### src/pkg/srcl_pkg.sv
// Purpose: shared constants and types for the refresh command logic
// Assumes: six-bit command/address bus sampled on rising edges of clk_sys
// Notes:   cycle times are given in ns and converted to clk_sys cycles here
package srcl_pkg;

	// ----------------------------------------------------------------
	// command encoding, first edge
	// ----------------------------------------------------------------
	localparam int         CA_W           = 6;
	localparam logic [4:0] REF_CODE       = 5'h08;  // ca4..ca0 = 0,1,0,0,0
	localparam int         REF_ALL_BIT    = 5;      // high selects all-bank
	localparam int         BANK_LSB       = 0;      // bank bits on ca2..ca0, second edge
	localparam int         BANK_W         = 3;
	localparam int         NUM_BANKS      = 8;
	localparam int         ROW_W          = 16;

	// ----------------------------------------------------------------
	// reset values
	// ----------------------------------------------------------------
	localparam logic [2:0]  BANK_CNT_RST  = 3'h0;
	localparam logic [15:0] ROW_CNT_RST   = 16'h0000;

	// ----------------------------------------------------------------
	// timing
	// ----------------------------------------------------------------
	localparam int CLK_PERIOD_PS  = 25000;
	localparam int T_RFC_AB_NS    = 130;    // all_bank_refresh_cycle_time, plain default
	localparam int T_RFC_PB_NS    = 60;     // per_bank_refresh_cycle_time, plain default
	localparam int RFC_AB_CYC     = (T_RFC_AB_NS * 1000 + CLK_PERIOD_PS - 1) / CLK_PERIOD_PS;
	localparam int RFC_PB_CYC     = (T_RFC_PB_NS * 1000 + CLK_PERIOD_PS - 1) / CLK_PERIOD_PS;
	localparam int TMR_W          = 12;

	// decoder states
	typedef enum logic [1:0]
	{
		SRCL_IDLE   = 2'b01,
		SRCL_SECOND = 2'b10
	} srcl_dec_t;

endpackage : srcl_pkg

### src/pkg/srcl_tmr_if.sv
// Purpose: start/busy handshake between the refresh sequencer and a cycle timer
// Assumes: single clock domain
// Notes:   start is a one-cycle pulse with a load value
`timescale 1ns/1ps
interface srcl_tmr_if;
	logic                            start;
	logic [srcl_pkg::TMR_W-1:0]      load;
	logic                            busy;
	logic                            done;

	modport ctrl (output start, output load, input busy, input done);
	modport tmr  (input start, input load, output busy, output done);
endinterface : srcl_tmr_if

### src/rtl/srcl_cycle_timer.sv
// Purpose: down-counter that marks a refresh cycle as busy for a loaded number of cycles
// Assumes: load value at least one
// Notes:   done pulses in the cycle the count reaches zero
`timescale 1ns/1ps
module srcl_cycle_timer
(
	// clock and reset
	input  wire logic clk_sys,
	input  wire logic sys_rst,
	// control
	srcl_tmr_if.tmr   tmr
);

	logic [srcl_pkg::TMR_W-1:0] cnt_r;
	logic [srcl_pkg::TMR_W-1:0] cnt_nxt;
	logic                       done_nxt;
	logic                       done_r;

	// ----------------------------------------------------------------
	// next count
	// ----------------------------------------------------------------
	always_comb
	begin
		cnt_nxt  = cnt_r;
		done_nxt = 1'b0;
		if (tmr.start)
			cnt_nxt = tmr.load;
		else if (cnt_r != '0)
		begin
			cnt_nxt  = cnt_r - 1'b1;
			done_nxt = (cnt_r == {{(srcl_pkg::TMR_W-1){1'b0}}, 1'b1});
		end
	end

	// register
	always_ff @(posedge clk_sys)
	begin
		if (sys_rst)
		begin
			cnt_r  <= '0;
			done_r <= 1'b0;
		end
		else
		begin
			cnt_r  <= cnt_nxt;
			done_r <= done_nxt;
		end
	end

	assign tmr.busy = (cnt_r != '0);
	assign tmr.done = done_r;

endmodule : srcl_cycle_timer

### src/rtl/srcl_refresh.sv
// Purpose: refresh command decode, per-bank bank counter, row counter and bank-busy tracking
// Assumes: ca, cs and the self-refresh exit strobe come from pins and are synchronised here
// Notes:   the far-end controller keeps the separation times; this block only reports them
`timescale 1ns/1ps

// Functional notes
// [RULE1] refresh recognised with cs high and ca4..ca0 = 0,1,0,0,0 on first edge
// [RULE2] ca5 low on first edge means per-bank refresh, high means all-bank
// [RULE3] per-bank target bank taken from ca2..ca0 on the second edge
// [RULE4] controller refreshes each of eight banks once per set, any order
// [RULE5] bank counter cleared by reset, self-refresh exit and all-bank refresh; an exit in the same cycle as a per-bank step is ignored
// [RULE6] a set of eight starts at the first per-bank refresh after synchronisation
// [RULE7] self refresh or all-bank refresh allowed with an incomplete set
// [RULE8] all-bank refresh clears bank counter and refreshes all banks at current row
// [RULE9] bank counter wraps 7 to 0; row advances after a set or all-bank refresh
// [RULE10] controller refreshes only idle banks and tracks the target bank itself
// [RULE11] controller keeps cycle times and delays before a per-bank refresh
// [RULE12] only the target bank is inaccessible during the per-bank cycle
// [RULE13] the refreshed bank is idle when the per-bank cycle completes
// [RULE14] controller waits per-bank cycle time and activate delay after per-bank refresh
// [RULE15] controller idles all banks before an all-bank refresh
// [RULE16] controller keeps cycle times and precharge period before an all-bank refresh
// [RULE17] all banks idle after all-bank refresh; controller waits its cycle time
// [RULE18] no all-bank refresh after activate; per-bank only to idle bank
// [RULE19] controller separates activates to different banks by the activate delay
module srcl_refresh
#(
	parameter int RFC_AB = srcl_pkg::RFC_AB_CYC,
	parameter int RFC_PB = srcl_pkg::RFC_PB_CYC
)
(
	// clock and reset
	input  wire logic                            clk_sys,
	input  wire logic                            sys_rst,
	// command pins
	input  wire logic                            cs_pin,
	input  wire logic [srcl_pkg::CA_W-1:0]       ca_pin,
	input  wire logic                            self_refresh_exit,
	// refresh activity towards the array
	output logic                                 refresh_pulse,
	output logic                                 refresh_all,
	output logic [srcl_pkg::BANK_W-1:0]          refresh_bank,
	output logic [srcl_pkg::ROW_W-1:0]           refresh_row,
	// state
	output logic [srcl_pkg::NUM_BANKS-1:0]       bank_busy,
	output logic [srcl_pkg::BANK_W-1:0]          bank_count,
	output logic [srcl_pkg::ROW_W-1:0]           row_count
);

	// ----------------------------------------------------------------
	// input synchronisers
	// ----------------------------------------------------------------
	logic [srcl_pkg::CA_W+1:0] sync1_r;
	logic [srcl_pkg::CA_W+1:0] sync2_r;
	logic                      exit_q_r;
	logic                      cs_s;
	logic [srcl_pkg::CA_W-1:0] ca_s;
	logic                      exit_s;
	logic                      exit_rise;

	// two stages; only the second stage feeds logic
	always_ff @(posedge clk_sys)
	begin
		if (sys_rst)
		begin
			sync1_r <= '0;
			sync2_r <= '0;
			exit_q_r <= 1'b0;
		end
		else
		begin
			sync1_r <= {self_refresh_exit, cs_pin, ca_pin};
			sync2_r <= sync1_r;
			exit_q_r <= sync2_r[srcl_pkg::CA_W+1];
		end
	end

	assign ca_s      = sync2_r[srcl_pkg::CA_W-1:0];
	assign cs_s      = sync2_r[srcl_pkg::CA_W];
	assign exit_s    = sync2_r[srcl_pkg::CA_W+1];
	assign exit_rise = exit_s & ~exit_q_r;        // one sync event per exit

	// ----------------------------------------------------------------
	// decode helper
	// ----------------------------------------------------------------
	function automatic logic is_refresh(input logic cs, input logic [srcl_pkg::CA_W-1:0] ca);
		is_refresh = cs && (ca[4:0] == srcl_pkg::REF_CODE); // RULE1
	endfunction : is_refresh

	// ----------------------------------------------------------------
	// command decode and counters
	// ----------------------------------------------------------------
	srcl_pkg::srcl_dec_t                 st_r, st_nxt;
	logic [srcl_pkg::BANK_W-1:0]         bcnt_r, bcnt_nxt;
	logic [srcl_pkg::ROW_W-1:0]          row_r, row_nxt;
	logic                                pulse_r, pulse_nxt;
	logic                                all_r, all_nxt;
	logic [srcl_pkg::BANK_W-1:0]         bank_r, bank_nxt;
	logic [srcl_pkg::ROW_W-1:0]          rrow_r, rrow_nxt;
	logic [srcl_pkg::NUM_BANKS-1:0]      busy_r, busy_nxt;
	logic                                pb_go;
	logic                                ab_go;
	logic [srcl_pkg::BANK_W-1:0]         pb_bank;

	srcl_tmr_if tif_ab ();
	srcl_tmr_if tif_pb [srcl_pkg::NUM_BANKS] ();

	// a single decoder; a per-bank refresh on the first edge arms the second-edge capture
	always_comb
	begin
		st_nxt    = st_r;
		bcnt_nxt  = bcnt_r;
		row_nxt   = row_r;
		pulse_nxt = 1'b0;
		all_nxt   = all_r;
		bank_nxt  = bank_r;
		rrow_nxt  = rrow_r;
		pb_go     = 1'b0;
		ab_go     = 1'b0;
		pb_bank   = ca_s[srcl_pkg::BANK_LSB +: srcl_pkg::BANK_W]; // RULE3
		case (st_r)
			srcl_pkg::SRCL_IDLE:
			begin
				if (is_refresh(cs_s, ca_s))
				begin
					if (ca_s[srcl_pkg::REF_ALL_BIT]) // RULE2
					begin
						// all-bank refresh at current row, then row advances
						ab_go     = 1'b1;
						pulse_nxt = 1'b1;
						all_nxt   = 1'b1;
						rrow_nxt  = row_r;          // RULE8
						row_nxt   = row_r + 1'b1;   // RULE9
						bcnt_nxt  = srcl_pkg::BANK_CNT_RST; // RULE5 RULE7
					end
					else
						st_nxt = srcl_pkg::SRCL_SECOND;
				end
			end
			srcl_pkg::SRCL_SECOND:
			begin
				// per-bank: bank taken now, counter advances and wraps
				st_nxt    = srcl_pkg::SRCL_IDLE;
				pb_go     = 1'b1;
				pulse_nxt = 1'b1;
				all_nxt   = 1'b0;
				bank_nxt  = pb_bank;
				rrow_nxt  = row_r;
				bcnt_nxt  = bcnt_r + 1'b1;       // RULE9 RULE6
				if (bcnt_r == 3'h7)
					row_nxt = row_r + 1'b1;      // RULE9
			end
			default:
				st_nxt = srcl_pkg::SRCL_IDLE;
		endcase
		// self-refresh exit resynchronises; ignored if it coincides with a counter step
		if (exit_rise && !pb_go && !ab_go)
			bcnt_nxt = srcl_pkg::BANK_CNT_RST;   // RULE5
	end

	// ----------------------------------------------------------------
	// cycle timers: one all-bank, one per bank so others stay usable
	// ----------------------------------------------------------------
	assign tif_ab.start = ab_go;
	assign tif_ab.load  = srcl_pkg::TMR_W'(RFC_AB);

	srcl_cycle_timer u_tmr_ab
	(
		.clk_sys (clk_sys),
		.sys_rst (sys_rst),
		.tmr     (tif_ab)
	);

	genvar gi;
	generate
		for (gi = 0; gi < srcl_pkg::NUM_BANKS; gi++)
		begin : g_bank
			assign tif_pb[gi].start = pb_go && (pb_bank == srcl_pkg::BANK_W'(gi)); // RULE12
			assign tif_pb[gi].load  = srcl_pkg::TMR_W'(RFC_PB);

			srcl_cycle_timer u_tmr_pb
			(
				.clk_sys (clk_sys),
				.sys_rst (sys_rst),
				.tmr     (tif_pb[gi])
			);

			// busy only while this bank or an all-bank cycle runs; idle one cycle after both timers expire
			assign busy_nxt[gi] = tif_pb[gi].start || ab_go || tif_pb[gi].busy || tif_ab.busy; // RULE13 RULE17
		end
	endgenerate

	// register
	always_ff @(posedge clk_sys)
	begin
		if (sys_rst)
		begin
			st_r    <= srcl_pkg::SRCL_IDLE;
			bcnt_r  <= srcl_pkg::BANK_CNT_RST;   // RULE5
			row_r   <= srcl_pkg::ROW_CNT_RST;
			pulse_r <= 1'b0;
			all_r   <= 1'b0;
			bank_r  <= '0;
			rrow_r  <= srcl_pkg::ROW_CNT_RST;
			busy_r  <= '0;
		end
		else
		begin
			st_r    <= st_nxt;
			bcnt_r  <= bcnt_nxt;
			row_r   <= row_nxt;
			pulse_r <= pulse_nxt;
			all_r   <= all_nxt;
			bank_r  <= bank_nxt;
			rrow_r  <= rrow_nxt;
			busy_r  <= busy_nxt;
		end
	end

	assign refresh_pulse = pulse_r;
	assign refresh_all   = all_r;
	assign refresh_bank  = bank_r;
	assign refresh_row   = rrow_r;
	assign bank_busy     = busy_r;
	assign bank_count    = bcnt_r;
	assign row_count     = row_r;

endmodule : srcl_refresh

### config.mk
export PLATFORM = sky130hd
export DESIGN_NAME = srcl_refresh
export DESIGN_NICKNAME = d
export VERILOG_FILES = /design/src/pkg/srcl_pkg.sv /design/src/pkg/srcl_tmr_if.sv /design/src/rtl/srcl_cycle_timer.sv /design/src/rtl/srcl_refresh.sv
export SDC_FILE = /design/constraint.sdc
export NUM_CORES = 1
export LEC_CHECK = 0
export BUFFER_PORTS_ARGS = -buffer_cell sky130_fd_sc_hd__buf_4
export CAP_MARGIN = 30
export CORE_MARGIN = 2
export CORE_UTILIZATION = 32
export DETAILED_ROUTE_END_ITERATION = 7
export GPL_TIMING_DRIVEN = 0
export SYNTH_ARGS = -nofsm -noshare
export SYNTH_HDL_FRONTEND = slang
export SYNTH_SLANG_ARGS = --single-unit
### constraint.sdc
create_clock -name clk_sys -period 4.15 [get_ports clk_sys]
set_clock_uncertainty 0.1 [all_clocks]
set_input_delay 0 -clock clk_sys [delete_from_list [all_inputs] [get_ports clk_sys]]
set_output_delay 0 -clock clk_sys [all_outputs]
set_load 0.01 [all_outputs]
## Yosys cells after proc, flatten, opt, wreduce, memory -nomap -nowiden

Index checks and enable logic that the tools add are counted.

- Register bits after elaboration: 175
- Input port bits: 10
- Output and inout bits: 48
- Word-level logic and storage cells: 165

- Eq/ne operators: 14
- Add/sub/neg operators: 11
- Mux-type cells: 36
- Reductions and logical operators: 71
- Bitwise logic cells: 4

Operators with widths:

| cell | count |
|---|---|
| $reduce_bool 12->1 | 9 |
| $sub 12x1->12 const B | 9 |
| $mux 16 | 5 |
| $pmux 16 s2 | 2 |
| $mux 2 | 16 |
| $logic_or 1x1->1 | 24 |
| $reduce_or 2->1 | 11 |
| $reduce_bool 2->1 | 10 |
| $add 16x1->16 const B | 1 |
| $eq 3x3->1 const B | 5 |
| $mux 3 | 4 |
| $logic_and 1x1->1 | 11 |
| $eq 3x2->1 const B | 2 |
| $mux 1 | 6 |
| $ne 2x2->1 const B | 3 |
| $pmux 3 s2 | 1 |
| $eq 5x4->1 const B | 1 |
| $pmux 1 s2 | 2 |
| $reduce_and 4->1 | 1 |
| $add 3x1->3 const B | 1 |
| $eq 3x1->1 const B | 1 |
| $logic_not 3->1 | 1 |
| $not 1->1 | 3 |
| $reduce_and 3->1 | 1 |
| 5 further kinds | 6 |

## Longest topological paths before layout

Gate-level depths: netlist of run 1.

- Depth after elaboration: 7
- Depth in mapped cells: 9
- Depth with buffers taken out: 6

## Cells and area by module

A second synthesis of run 1 with hierarchy kept.

- Cell total of the unflattened synthesis: 1,037
- Area total of the unflattened synthesis: 9,360.2 sq um

By module, submodules not included:

| module | area an instance (sq um) | seq. area each (sq um) | cells each | times used |
|---|---|---|---|---|
| srcl_cycle_timer | 748.2 | 260.2 | 85 | 9 |
| srcl_refresh | 2,626.3 | 1,341.3 | 272 | 1 |

## Worst setup path after synthesis of run 1

OpenSTA, ideal clock, no wires.

- Path type: register -> register
- Start: reg sync2_r[0] (netlist name)
- End: reg row_r, in the netlist row_count[5]
- Data required time: 3.929 ns
- Path buffers: 1
- Path slack: 2.044 ns
- Arrival time: 1.886 ns
- Clock period less this slack: 2.106 ns
- Cell stages (with the launch flop): 6
- Setup time: 0.121 ns
- Cells stage by stage: dfxtp_1 -> nor3b_1 -> a21boi_1 -> clkbuf_1 -> nor4b_1 -> mux2_2

- Cells in the longest elaborated chain, start to end: 4

RTL lines:

| element | line | source |
|---|---|---|
| from (decl) | srcl_refresh.sv:54 | `logic [srcl_pkg::CA_W+1:0] sync2_r;` |
| from (signal assigned) | srcl_refresh.sv:73 | `sync2_r <= sync1_r;` |
| $eq 5x4->1 | srcl_refresh.sv:87 | `is_refresh = cs && (ca[4:0] == srcl_pkg::REF_CODE);` |
| $logic_and 1x1->1 | srcl_refresh.sv:87 |  |
| $ne 2x2->1 (no source line) | -- |  |
| $reduce_and 4->1 (no source line) | -- |  |
| to (signal assigned) | srcl_refresh.sv:200 | `row_r <= srcl_pkg::ROW_CNT_RST;` |
| to (signal assigned) | srcl_refresh.sv:211 | `row_r <= row_nxt;` |
| to (decl) | srcl_refresh.sv:95 | `logic [srcl_pkg::ROW_W-1:0] row_r, row_nxt;` |

Every way passes these cells.
A chain may end at the register's enable or synchronous reset.

## Final worst setup path of run 1

- Start: reg st_r[1]
- End: reg row_r, in the netlist row_count[1]

- Cells in the longest elaborated chain, start to end: 3
- Elaborated cells on any way between the ends: 8
- Those cells by class: 5 x eq/ne; 1 x mux; 2 x reduce/logical

RTL lines:

| element | line | source |
|---|---|---|
| from (decl) | srcl_refresh.sv:93 | `srcl_pkg::srcl_dec_t st_r, st_nxt;` |
| from (signal assigned) | srcl_refresh.sv:198 | `st_r <= srcl_pkg::SRCL_IDLE;` |
| from (signal assigned) | srcl_refresh.sv:209 | `st_r <= st_nxt;` |
| $eq 2x2->1 / $eq 2x1->1 (equally long branches) | srcl_refresh.sv:121 | `case (st_r)` |
| $ne 2x2->1 (no source line) / $reduce_bool 2->1 (equally long branches) | -- |  |
| $reduce_and 4->1 (no source line) | -- |  |

Several ways; a longest one is shown, not always the timed one.

==> results of run 1 <==
[per-layer routing]
layer / GRT usage / part of all wire / vias to the layer above
li1: - / - / 3394
met1: 0.188 / 0.48 / 3100
met2: 0.237 / 0.47 / 100
met3: 0.0240 / 0.034 / 14
met4: 0.0535 / 0.011 / 0
met5: 0 / 0 / -
[worst max path at each step]
stage                    start            to  slack (ns)  cells after the start
floorplan           sync2_r[0]  row_count[5]        2.04                      5
global placement       st_r[1]  row_count[1]        1.53                      8
detailed placement     st_r[1]  row_count[1]        1.56                      8
CTS                    st_r[1]  row_count[1]        1.53                      8
global route           st_r[1]  row_count[0]        1.23                      8
finish                 st_r[1]  row_count[1]        1.57                      8
[sequential cells by signal (all words and copies together), names as in the netlist]
name                   count
bank_busy                  8
bank_count                 3
exit_q_r                   1
g_bank.u_tmr_pb.cnt_r     96
refresh_all                1
refresh_bank               3
refresh_pulse              1
refresh_row               16
row_count                 16
st_r                       2
sync1_r                    8
sync2_r                    8
u_tmr_ab.cnt_r            12
[logic make-up (layout without fill, tap and decap cells)]
family                     after synthesis  in the layout  share of synthesized area
and+or+nand+nor                        384            384                      0.282
adders and majority gates               23             23                     0.0360
AOI/OAI and AO/OA                      152            152                      0.124
DFF                                    175            175                      0.439
muxes                                   29             29                     0.0367
buffers and inverters                   67            165                     0.0332
xor gates and xnor gates                45             45                     0.0494
[area by class of cell]
class	instances	area, um^2
inverters	30	113
plain buffers	37	153
well taps	324	405
clock buffers	17	425
fillers	2440	14800
repair buffers	66	518
multi-input cells	633	4220
flip-flops and latches	175	3500
clock inverters	15	211
[where the power goes]
group	total [mW]	internal, mW	switching (mW)
Sequential	2.33	2.02	0.313
Combinational	2.32	1.06	1.27
Clock	1.73	0.934	0.796
[layout by cell type (no fill, tap or decap), drive strengths merged, types with 15 or more instances in the layout]
| master | instances |
|---|---|
| dfxtp | 175 |
| nor2 | 81 |
| buf | 68 |
| a21oi | 48 |
| or4 | 43 |
| clkbuf | 43 |
| inv | 38 |
| or3 | 37 |
| nor4 | 35 |
| nand2 | 34 |
| xnor2 | 30 |
| nor2b | 29 |
| mux2i | 27 |
| o31ai | 24 |
| ha | 23 |
| nor3 | 22 |
| nand2b | 22 |
| nand3 | 21 |
| o21ai | 21 |
| a31oi | 15 |
| xor2 | 15 |
[stage by stage]
stage          setup WS (ns)  instances
6_report                1.57       1297
5_1_grt                 1.23       1297
4_1_cts                 1.53       1297
3_5_place_dp            1.56       1256
3_3_place_gp            1.53       1256
2_1_floorplan           2.04        875
[critical path, stage by stage (launching register included)]
cell	delay (ns)
dfxtp_1	0.33
inv_1	0.05
ha_1	0.12
buf_2	0.17
a21boi_1	0.64
clkbuf_1	0.42
clkbuf_1	0.38
o21ai_0	0.16
a21oi_1	0.15
==> run metrics, run 1 <==
maximum operating frequency between 300 and 400 MHz; Synth Register Bits 175; Initial Util 0.327; CTS tree yes; Post-Syn Area between 7000 and 8000 um^2; crit-path max FO 10; Detailed Route WL approximately 18 mm; DR vias/cell roughly 5.1; DP HPWL 12.8 mm; Worst R2R Setup Slack roughly 1.6 ns; Syn Inst Count about 900; Sink Count around 180; initial drt markers 345; VDD IR max 0.244 mV; routed vias between 6000 and 7000; CTS clk-pin slew, worst paths about 0.07 ns; gpl congestion 0.798; syn_nets 908; slew margin rel. 0.502; hold_buf cts 9; dominant cells by area after synthesis dfxtp_1 (44%), or4_1 (3.9%), nor2_1 (3.8%); root buf cell clkbuf_16; Synth cell types 58; Async S/R FF share, synth 0; leakage power 3.74 nW; drt pass-1 iters 7; Ys Warns 0; Total Routing Usage GR 0.143; routed length per instance about 14 um; pin count of the biggest net entering global routing 20; Fin. Hold Viols 0; grt total ovfl 0; Crit path arrival time ~2.9 ns; fin crit period about 2.6 ns; Pwr per Cell Area approximately 670 nW/um^2; Tightest Hold Check Type input port to flip-flop; placed cell areas between 8000 and 9000 um^2; Power, Total about 6.4 mW; register area share after synthesis 0.439; Antenna diodes 0; chip height between 150 and 200 um; Final Cycle Share 0.622; fin area approximately 9500 um^2; io pins between 50 and 60; Total Neg Setup Slack 0 ns; crit end category flip-flop; Hold WS roughly 0.21 ns; clk buf depth 2; count leader, synth dfxtp_1; RSZ-0062 raised after global routing no; worst hold endpoint sync1_r[5]; outcome finished clean; Worst-Margin Slew 0.745 ns; share of cells above drive strength 1 0.125; hold_sp ca_pin[5]; Final Max Slew Viols 0; Area Overhead vs Synth 19.5%; DRC 0; global-route wire length before repair 30.7 mm; Final Net Count ~1000; worst flop-to-flop path startpoint st_r[1]; total CTS buffers 17; top cell type by total area after synthesis dfxtp_1; post-layout util 0.391; Clock Latency Late Sink ~0.44 ns; core area 24400 um^2; # port buffers 57; hold path depth 3; Primary FF master, synth dfxtp_1; vias in the first global route 6216; top cells by count, synth dfxtp_1 (175), nor2_1 (81), a21oi_1 (48), or4_1 (42), or3_1 (37); reg2reg path depth 8; Yosys top cell area share 0.439; antenna violations before repair 0; antenna-violating nets left 0; Avg Inst Size Synth roughly 9 um^2; Data required, critical path 4.42 ns; r2r endpoint row_count[1]; H-tree depth 4; total die area roughly 26000 um^2; number of flops mapped to enable cells by yosys 0; Critical Path Source Type flip-flop; Setup-failing EPs final 0; post-CTS sizing 0; die width approximately 160 um; Post-CTS Setup Repair Bufs 0; Worst Setup Path Type flip-flop to flip-flop; Max Cap Viol 0; row cnt between 50 and 60
Note: power is estimated with default switching activity, not from simulation.
==> inputs of run 2 (changes only) <==
- ABC_AREA: not set -> 1
- clock period: 4.15 -> 2.1 ns (I/O delays scaled with it)
==> run metrics, run 2 <==
commonest non-fill, non-tap cell in the layout nand2_1; reg2reg path depth 10 (+2); drt pass-1 iters 5 (-2); # port buffers 57 (unchanged); crit end category flip-flop; total CTS buffers 17 (unchanged); Hold WS 0.213 ns (-0.00177 ns); io pins 58 (unchanged); Post-CTS Setup Repair Bufs 0 (unchanged); Sink Count 175 (unchanged); Critical Path Source Type flip-flop; most frequent cells in the layout nand2_1 (241), nor2_1 (233), dfxtp_1 (175); Data required, critical path 2.37 ns (-2.05 ns); Critical Path Slowest Stage Cell dfxtp_1; Place WS 0.177 ns (-1.38 ns); Pwr per Cell Area 1440 nW/um^2 (+110%); DRC 0 (unchanged); Crit path arrival time 2.16 ns (-0.69 ns); Primary FF master, synth dfxtp_1; Worst path depth 10 (+2); clk buf depth 2 (unchanged); Total Routing Usage GR 0.141 (-0.00258); Fin. Hold Viols 0 (unchanged); Worst R2R Setup Slack 0.21 ns (-1.36 ns); fin area 9890 um^2 (+3.7%); row cnt 59 (+3.5%); Storage cell area 3500 um^2 (unchanged); top cell family by delay on the critical path simple AND/OR/NAND/NOR gates; VDD IR max 0.630 mV (+160%); Yosys top cell area share 0.420 (-0.0186); Final Max Slew Viols 0 (unchanged); die width 165 um (+2.1%); Synth Register Bits 175 (unchanged); Clock Latency Late Sink 0.43 ns (about the same); Antenna diodes 0 (unchanged); Syn Inst Count 1194 (+36%); pin count of the biggest net entering global routing 17 (-15%); root buf cell clkbuf_16; global-route wire length before repair 31.2 mm (+1.5%); share of cells above drive strength 1 0.0845 (-0.0409); Avg Inst Size Synth 6.98 um^2 (-23%); Total Neg Setup Slack 0 ns (unchanged); register area share after synthesis 0.420 (-0.0186); total die area 27400 um^2 (+4.3%); grt total ovfl 0 (unchanged); vias in the first global route 6834 (+9.9%); Synth cell types 33 (-43%); routed vias 7339 (+11%); hold path depth 4 (+1); Worst-Margin Slew 0.695 ns (-0.0494 ns); leakage power 4.57 nW (+22%); Area Overhead vs Synth 18.7%; core area 25800 um^2 (+5.9%); top cells by count, synth nand2_1 (241), nor2_1 (233), dfxtp_1 (175), inv_1 (156), nand3_1 (98); Max Cap Viol 0 (unchanged); Setup-failing EPs final 0 (unchanged); number of flops mapped to enable cells by yosys 0 (unchanged); top cell type by total area after synthesis dfxtp_1; Final Cycle Share 0.901 (+0.278); H-tree depth 4 (unchanged); slew margin rel. 0.536 (+0.0340); routed length per instance 11.4 um (-19%); DR vias/cell 4.52 (-11%); CTS clk-pin slew, worst paths 0.07 ns (about the same); outcome finished clean; syn_nets 1227 (+35%); worst hold endpoint sync1_r[5]; DP HPWL 13.8 mm (+8.2%); CTS tree yes; crit-path max FO 10 (unchanged); Power, Total 14.2 mW (+120%); fin crit period 1.89 ns (-0.691 ns); r2r endpoint g_bank[6].u_tmr_pb.cnt_r[11]; placed cell areas 9190 um^2 (+4.2%); initial drt markers 393 (+14%); crit path buf inv count 3 (-1); dominant cells by area after synthesis dfxtp_1 (42%), nand2_1 (11%), nor2_1 (10%); CP Cell Sequence inv_1 > ha_1 > buf_6 > nand2_1 > inv_1 > nand2_1 > nand2_1 > nor2_1 > nand2_1 > nor2_1; largest stage delay on the critical path 0.35 ns (-0.29 ns); multi-input logic area 4120 um^2 (-2.3%); final setup margin 0.208 ns (-1.36 ns); count leader, synth nand2_1; Top reg by flops g_bank.u_tmr_pb.cnt_r; RSZ-0062 raised after global routing no; max reg flops 96 (unchanged); gpl congestion 0.815 (+2.2%); Initial Util 0.323 (-0.00462); Ys Warns 0 (unchanged); Async S/R FF share, synth 0 (unchanged); fill count 2721 (+12%); antenna violations before repair 0 (unchanged); Tightest Hold Check Type input port to flip-flop; Post-Syn Area 8340 um^2 (+4.4%); hold_sp ca_pin[5]; antenna-violating nets left 0 (unchanged); Worst Setup Path Type flip-flop to flip-flop; chip height 165 um (+2.1%); worst flop-to-flop path startpoint st_r[0]; Detailed Route WL 18.6 mm (+1.9%); maximum operating frequency 529 MHz (+37%); Final Net Count 1312 (+32%); CP dominant cell by count nand2_1
==> run 2: kinds of logic (layout without fill, tap and decap cells) <==
group | Yosys count | count (layout) | synth area share
compound gates | 116 | 116 | 0.0719
buf+inv | 178 | 274 | 0.0860
fa+ha+maj | 23 | 23 | 0.0345
xor+xnor | 59 | 59 | 0.0620
flops | 175 | 175 | 0.420
simple gates | 643 | 643 | 0.325
==> run 2: area by class of cell <==
type | instances | share of cell area
Clock buffer | 20 | 0.0462
Timing Repair Buffer | 66 | 0.0524
Tap cell | 335 | 0.0424
Inverter | 158 | 0.0599
Clock inverter | 10 | 0.0163
Multi-Input combinational cell | 841 | 0.416
Sequential cell | 175 | 0.354
Buffer | 20 | 0.0125
==> run 2: worst max path at each step <==
| stage | startpoint | end | slack (ns) |
|---|---|---|---|
| 6_report | st_r[0] | g_bank[6].u_tmr_pb.cnt_r[11] | 0.21 |
| 5_1_grt | st_r[0] | g_bank[6].u_tmr_pb.cnt_r[11] | 0.002 |
| 4_1_cts | st_r[0] | g_bank[6].u_tmr_pb.cnt_r[11] | 0.18 |
| 3_5_place_dp | st_r[0] | g_bank[6].u_tmr_pb.cnt_r[11] | 0.18 |
| 3_3_place_gp | st_r[0] | g_bank[6].u_tmr_pb.cnt_r[11] | 0.19 |
| 2_1_floorplan | st_r[0] | g_bank[6].u_tmr_pb.cnt_r[11] | 0.52 |
==> run 2: layer usage <==
metal,share of wire,vias up,global-route usage
met5,0,-,0
li1,-,3933,-
met1,0.50,3298,0.183
met3,0.033,17,0.0275
met4,0.013,0,0.0462
met2,0.46,91,0.234
==> run 2: where the power goes <==
group          total, mW  switching (mW)  internal, mW  leakage, nW
clock               3.34            1.30          2.04        0.294
combinational       6.07            3.73          2.35         2.84
sequential          4.78           0.610          4.17         1.44
total               14.2            5.64          8.56         4.57
==> run 2: repair_timing <==
action                                 CTS  global route
resized for setup                        0             0
endpoints found under the hold margin   14             0
hold buffers                             9             0
==> run 2: tightest hold or removal path, stage by stage <==
cell and delay, ns:
dlygate4sd3_1 0.52, buf_4 0.10, inv_1 0.03, nor2_1 0.06
==> run 2: stage by stage <==
step | utilization | std cells
after global routing | 0.383 | 1625
after CTS | 0.383 | 1625
after floorplan | - | 1194
after global placement | 0.355 | 1586
after detailed placement | 0.355 | 1586
final | 0.383 | 1625
==> inputs of run 3 (changes only) <==
==> constraint.sdc (replaced) <==
create_clock -name clk_sys -period 2.1 [get_ports clk_sys]
set_clock_uncertainty 0.1 [all_clocks]
set_input_delay 0.105 -clock clk_sys [delete_from_list [all_inputs] [get_ports clk_sys]]
set_output_delay 0.105 -clock clk_sys [all_outputs]
set_load 0.01 [all_outputs]
==> run metrics, run 3 (synthesis gave the netlist of run 2 again) <==
Crit path arrival time 2.17 ns (about the same); row cnt 59 (unchanged); post-layout util 0.383 (-0.000388); clk buf depth 2 (unchanged); Cell Int Power 8.56 mW (about the same); root buf cell clkbuf_16; total die area 27400 um^2 (unchanged); # port buffers 57 (unchanged); Final Cycle Share 0.905 (+0.00459); Tightest Hold Check Type input port to flip-flop; Fin. Hold Viols 0 (unchanged); antenna-violating nets left 0 (unchanged); drt pass-1 iters 5 (unchanged); chip height 165 um (unchanged); Post-CTS Setup Repair Bufs 0 (unchanged); hold_buf cts 8 (-1); Final Net Count 1311 (-0.076%); total CTS buffers 17 (unchanged); antenna violations before repair 0 (unchanged); crit end category flip-flop; CTS clk-pin slew, worst paths 0.07 ns (about the same); Clock Latency Late Sink 0.43 ns (about the same); share of cells above drive strength 1 0.0846 (about the same); Max Cap Viol 0 (unchanged); Sink Count 175 (unchanged); grt total ovfl 0 (unchanged); slew margin rel. 0.535 (-0.00154); routed vias 7324 (-0.20%); gpl congestion 0.815 (unchanged); RSZ-0062 raised after global routing no; global-route wire length before repair 31.2 mm (about the same); H-tree depth 4 (unchanged); Pwr per Cell Area 1440 nW/um^2 (+0.12%); DR vias/cell 4.51 (-0.14%); Antenna diodes 0 (unchanged); Worst-Margin Slew 0.698 ns (+0.00231 ns); sw power 5.64 mW (about the same); die width 165 um (unchanged); initial drt markers 398 (+1.3%); maximum operating frequency 526 MHz (-0.51%); max reg flops 96 (unchanged); commonest non-fill, non-tap cell in the layout nand2_1; fin crit period 1.90 ns (+0.00965 ns); sequential power share 0.337 (about the same); outcome finished clean; CTS tree yes; Final Max Slew Viols 0 (unchanged); Data required, critical path 2.37 ns (about the same); most frequent cells in the layout nand2_1 (241), nor2_1 (233), dfxtp_1 (175); post-CTS sizing 0 (unchanged); Total Neg Setup Slack 0 ns (unchanged); leakage power 4.56 nW (about the same); io pins 58 (unchanged); Area Overhead vs Synth 18.5%; Setup-failing EPs final 0 (unchanged); switch share 0.397 (about the same); core area 25800 um^2 (unchanged); Total Routing Usage GR 0.141 (about the same); Initial Util 0.323 (unchanged); Top reg by flops g_bank.u_tmr_pb.cnt_r; vias in the first global route 6829 (-0.073%); crit-path max FO 10 (unchanged); clock share of power 0.236 (about the same); Critical Path Source Type flip-flop; Detailed Route WL 18.6 mm (about the same); DP HPWL 13.8 mm (unchanged); routed length per instance 11.5 um (about the same); DRC 0 (unchanged); pin count of the biggest net entering global routing 17 (unchanged); Worst Setup Path Type flip-flop to flip-flop; Comb pwr share 0.427 (about the same); VDD IR max 0.629 mV (-0.10%)
## run 3: power groups by stage
stage,registers (mW),logic (mW),clock network [mW]
global route,4.89,7.17,3.57
finish,4.78,6.07,3.35
detailed placement,4.84,6.08,0
floorplan,4.71,5.04,0
CTS,4.78,6.13,3.44
global placement,4.83,6.00,0
## run 3: final cells by class
| cell class | instances | area, um^2 |
|---|---|---|
| clock buffers | 20 | 457 |
| flip-flops and latches | 175 | 3500 |
| multi-input cells | 841 | 4120 |
| fillers | 2723 | 16000 |
| inverters | 158 | 593 |
| clock inverters | 10 | 161 |
| well taps | 335 | 419 |
| plain buffers | 20 | 124 |
| repair buffers | 65 | 508 |
## run 3: routing by layer
layer	GRT usage	part of all wire	vias up
met1	0.183	0.50	3285
met5	0	0	-
met3	0.0275	0.033	20
met4	0.0462	0.016	0
li1	-	-	3931
met2	0.233	0.46	88
## run 3: final timing paths
check	start	endpoint	slack, ns	depth (start not counted)
min	sys_rst	g_bank[1].u_tmr_pb.cnt_r[5]	0.04	4
max reg2reg	st_r[0]	g_bank[6].u_tmr_pb.cnt_r[11]	0.20	10
min reg2reg	sync1_r[7]	sync2_r[7]	0.30	2
max	st_r[0]	g_bank[6].u_tmr_pb.cnt_r[11]	0.20	10
## run 3: metrics by stage
step | total power [mW] | setup WS (ns) | cell area, um^2 | hold slack, ns | cells
floorplan | 9.75 | 0.521 | 8340 | 0.112 | 1194
global placement | 10.8 | 0.192 | 9190 | 0.215 | 1586
detailed placement | 10.9 | 0.177 | 9190 | 0.215 | 1586
CTS | 14.4 | 0.181 | 9880 | 0.0387 | 1624
global route | 15.6 | 0.00249 | 9880 | 0.0855 | 1624
finish | 14.2 | 0.199 | 9880 | 0.0384 | 1624
## run 3: critical path, stage by stage, from the launching register on
cell     delay [ns]
dfxtp_1        0.35
inv_1          0.05
ha_1           0.24
buf_6          0.15
nand2_1        0.08
inv_1          0.08
nand2_1        0.21
nand2_1        0.24
nor2_1         0.19
nand2_1        0.07
nor2_1         0.08
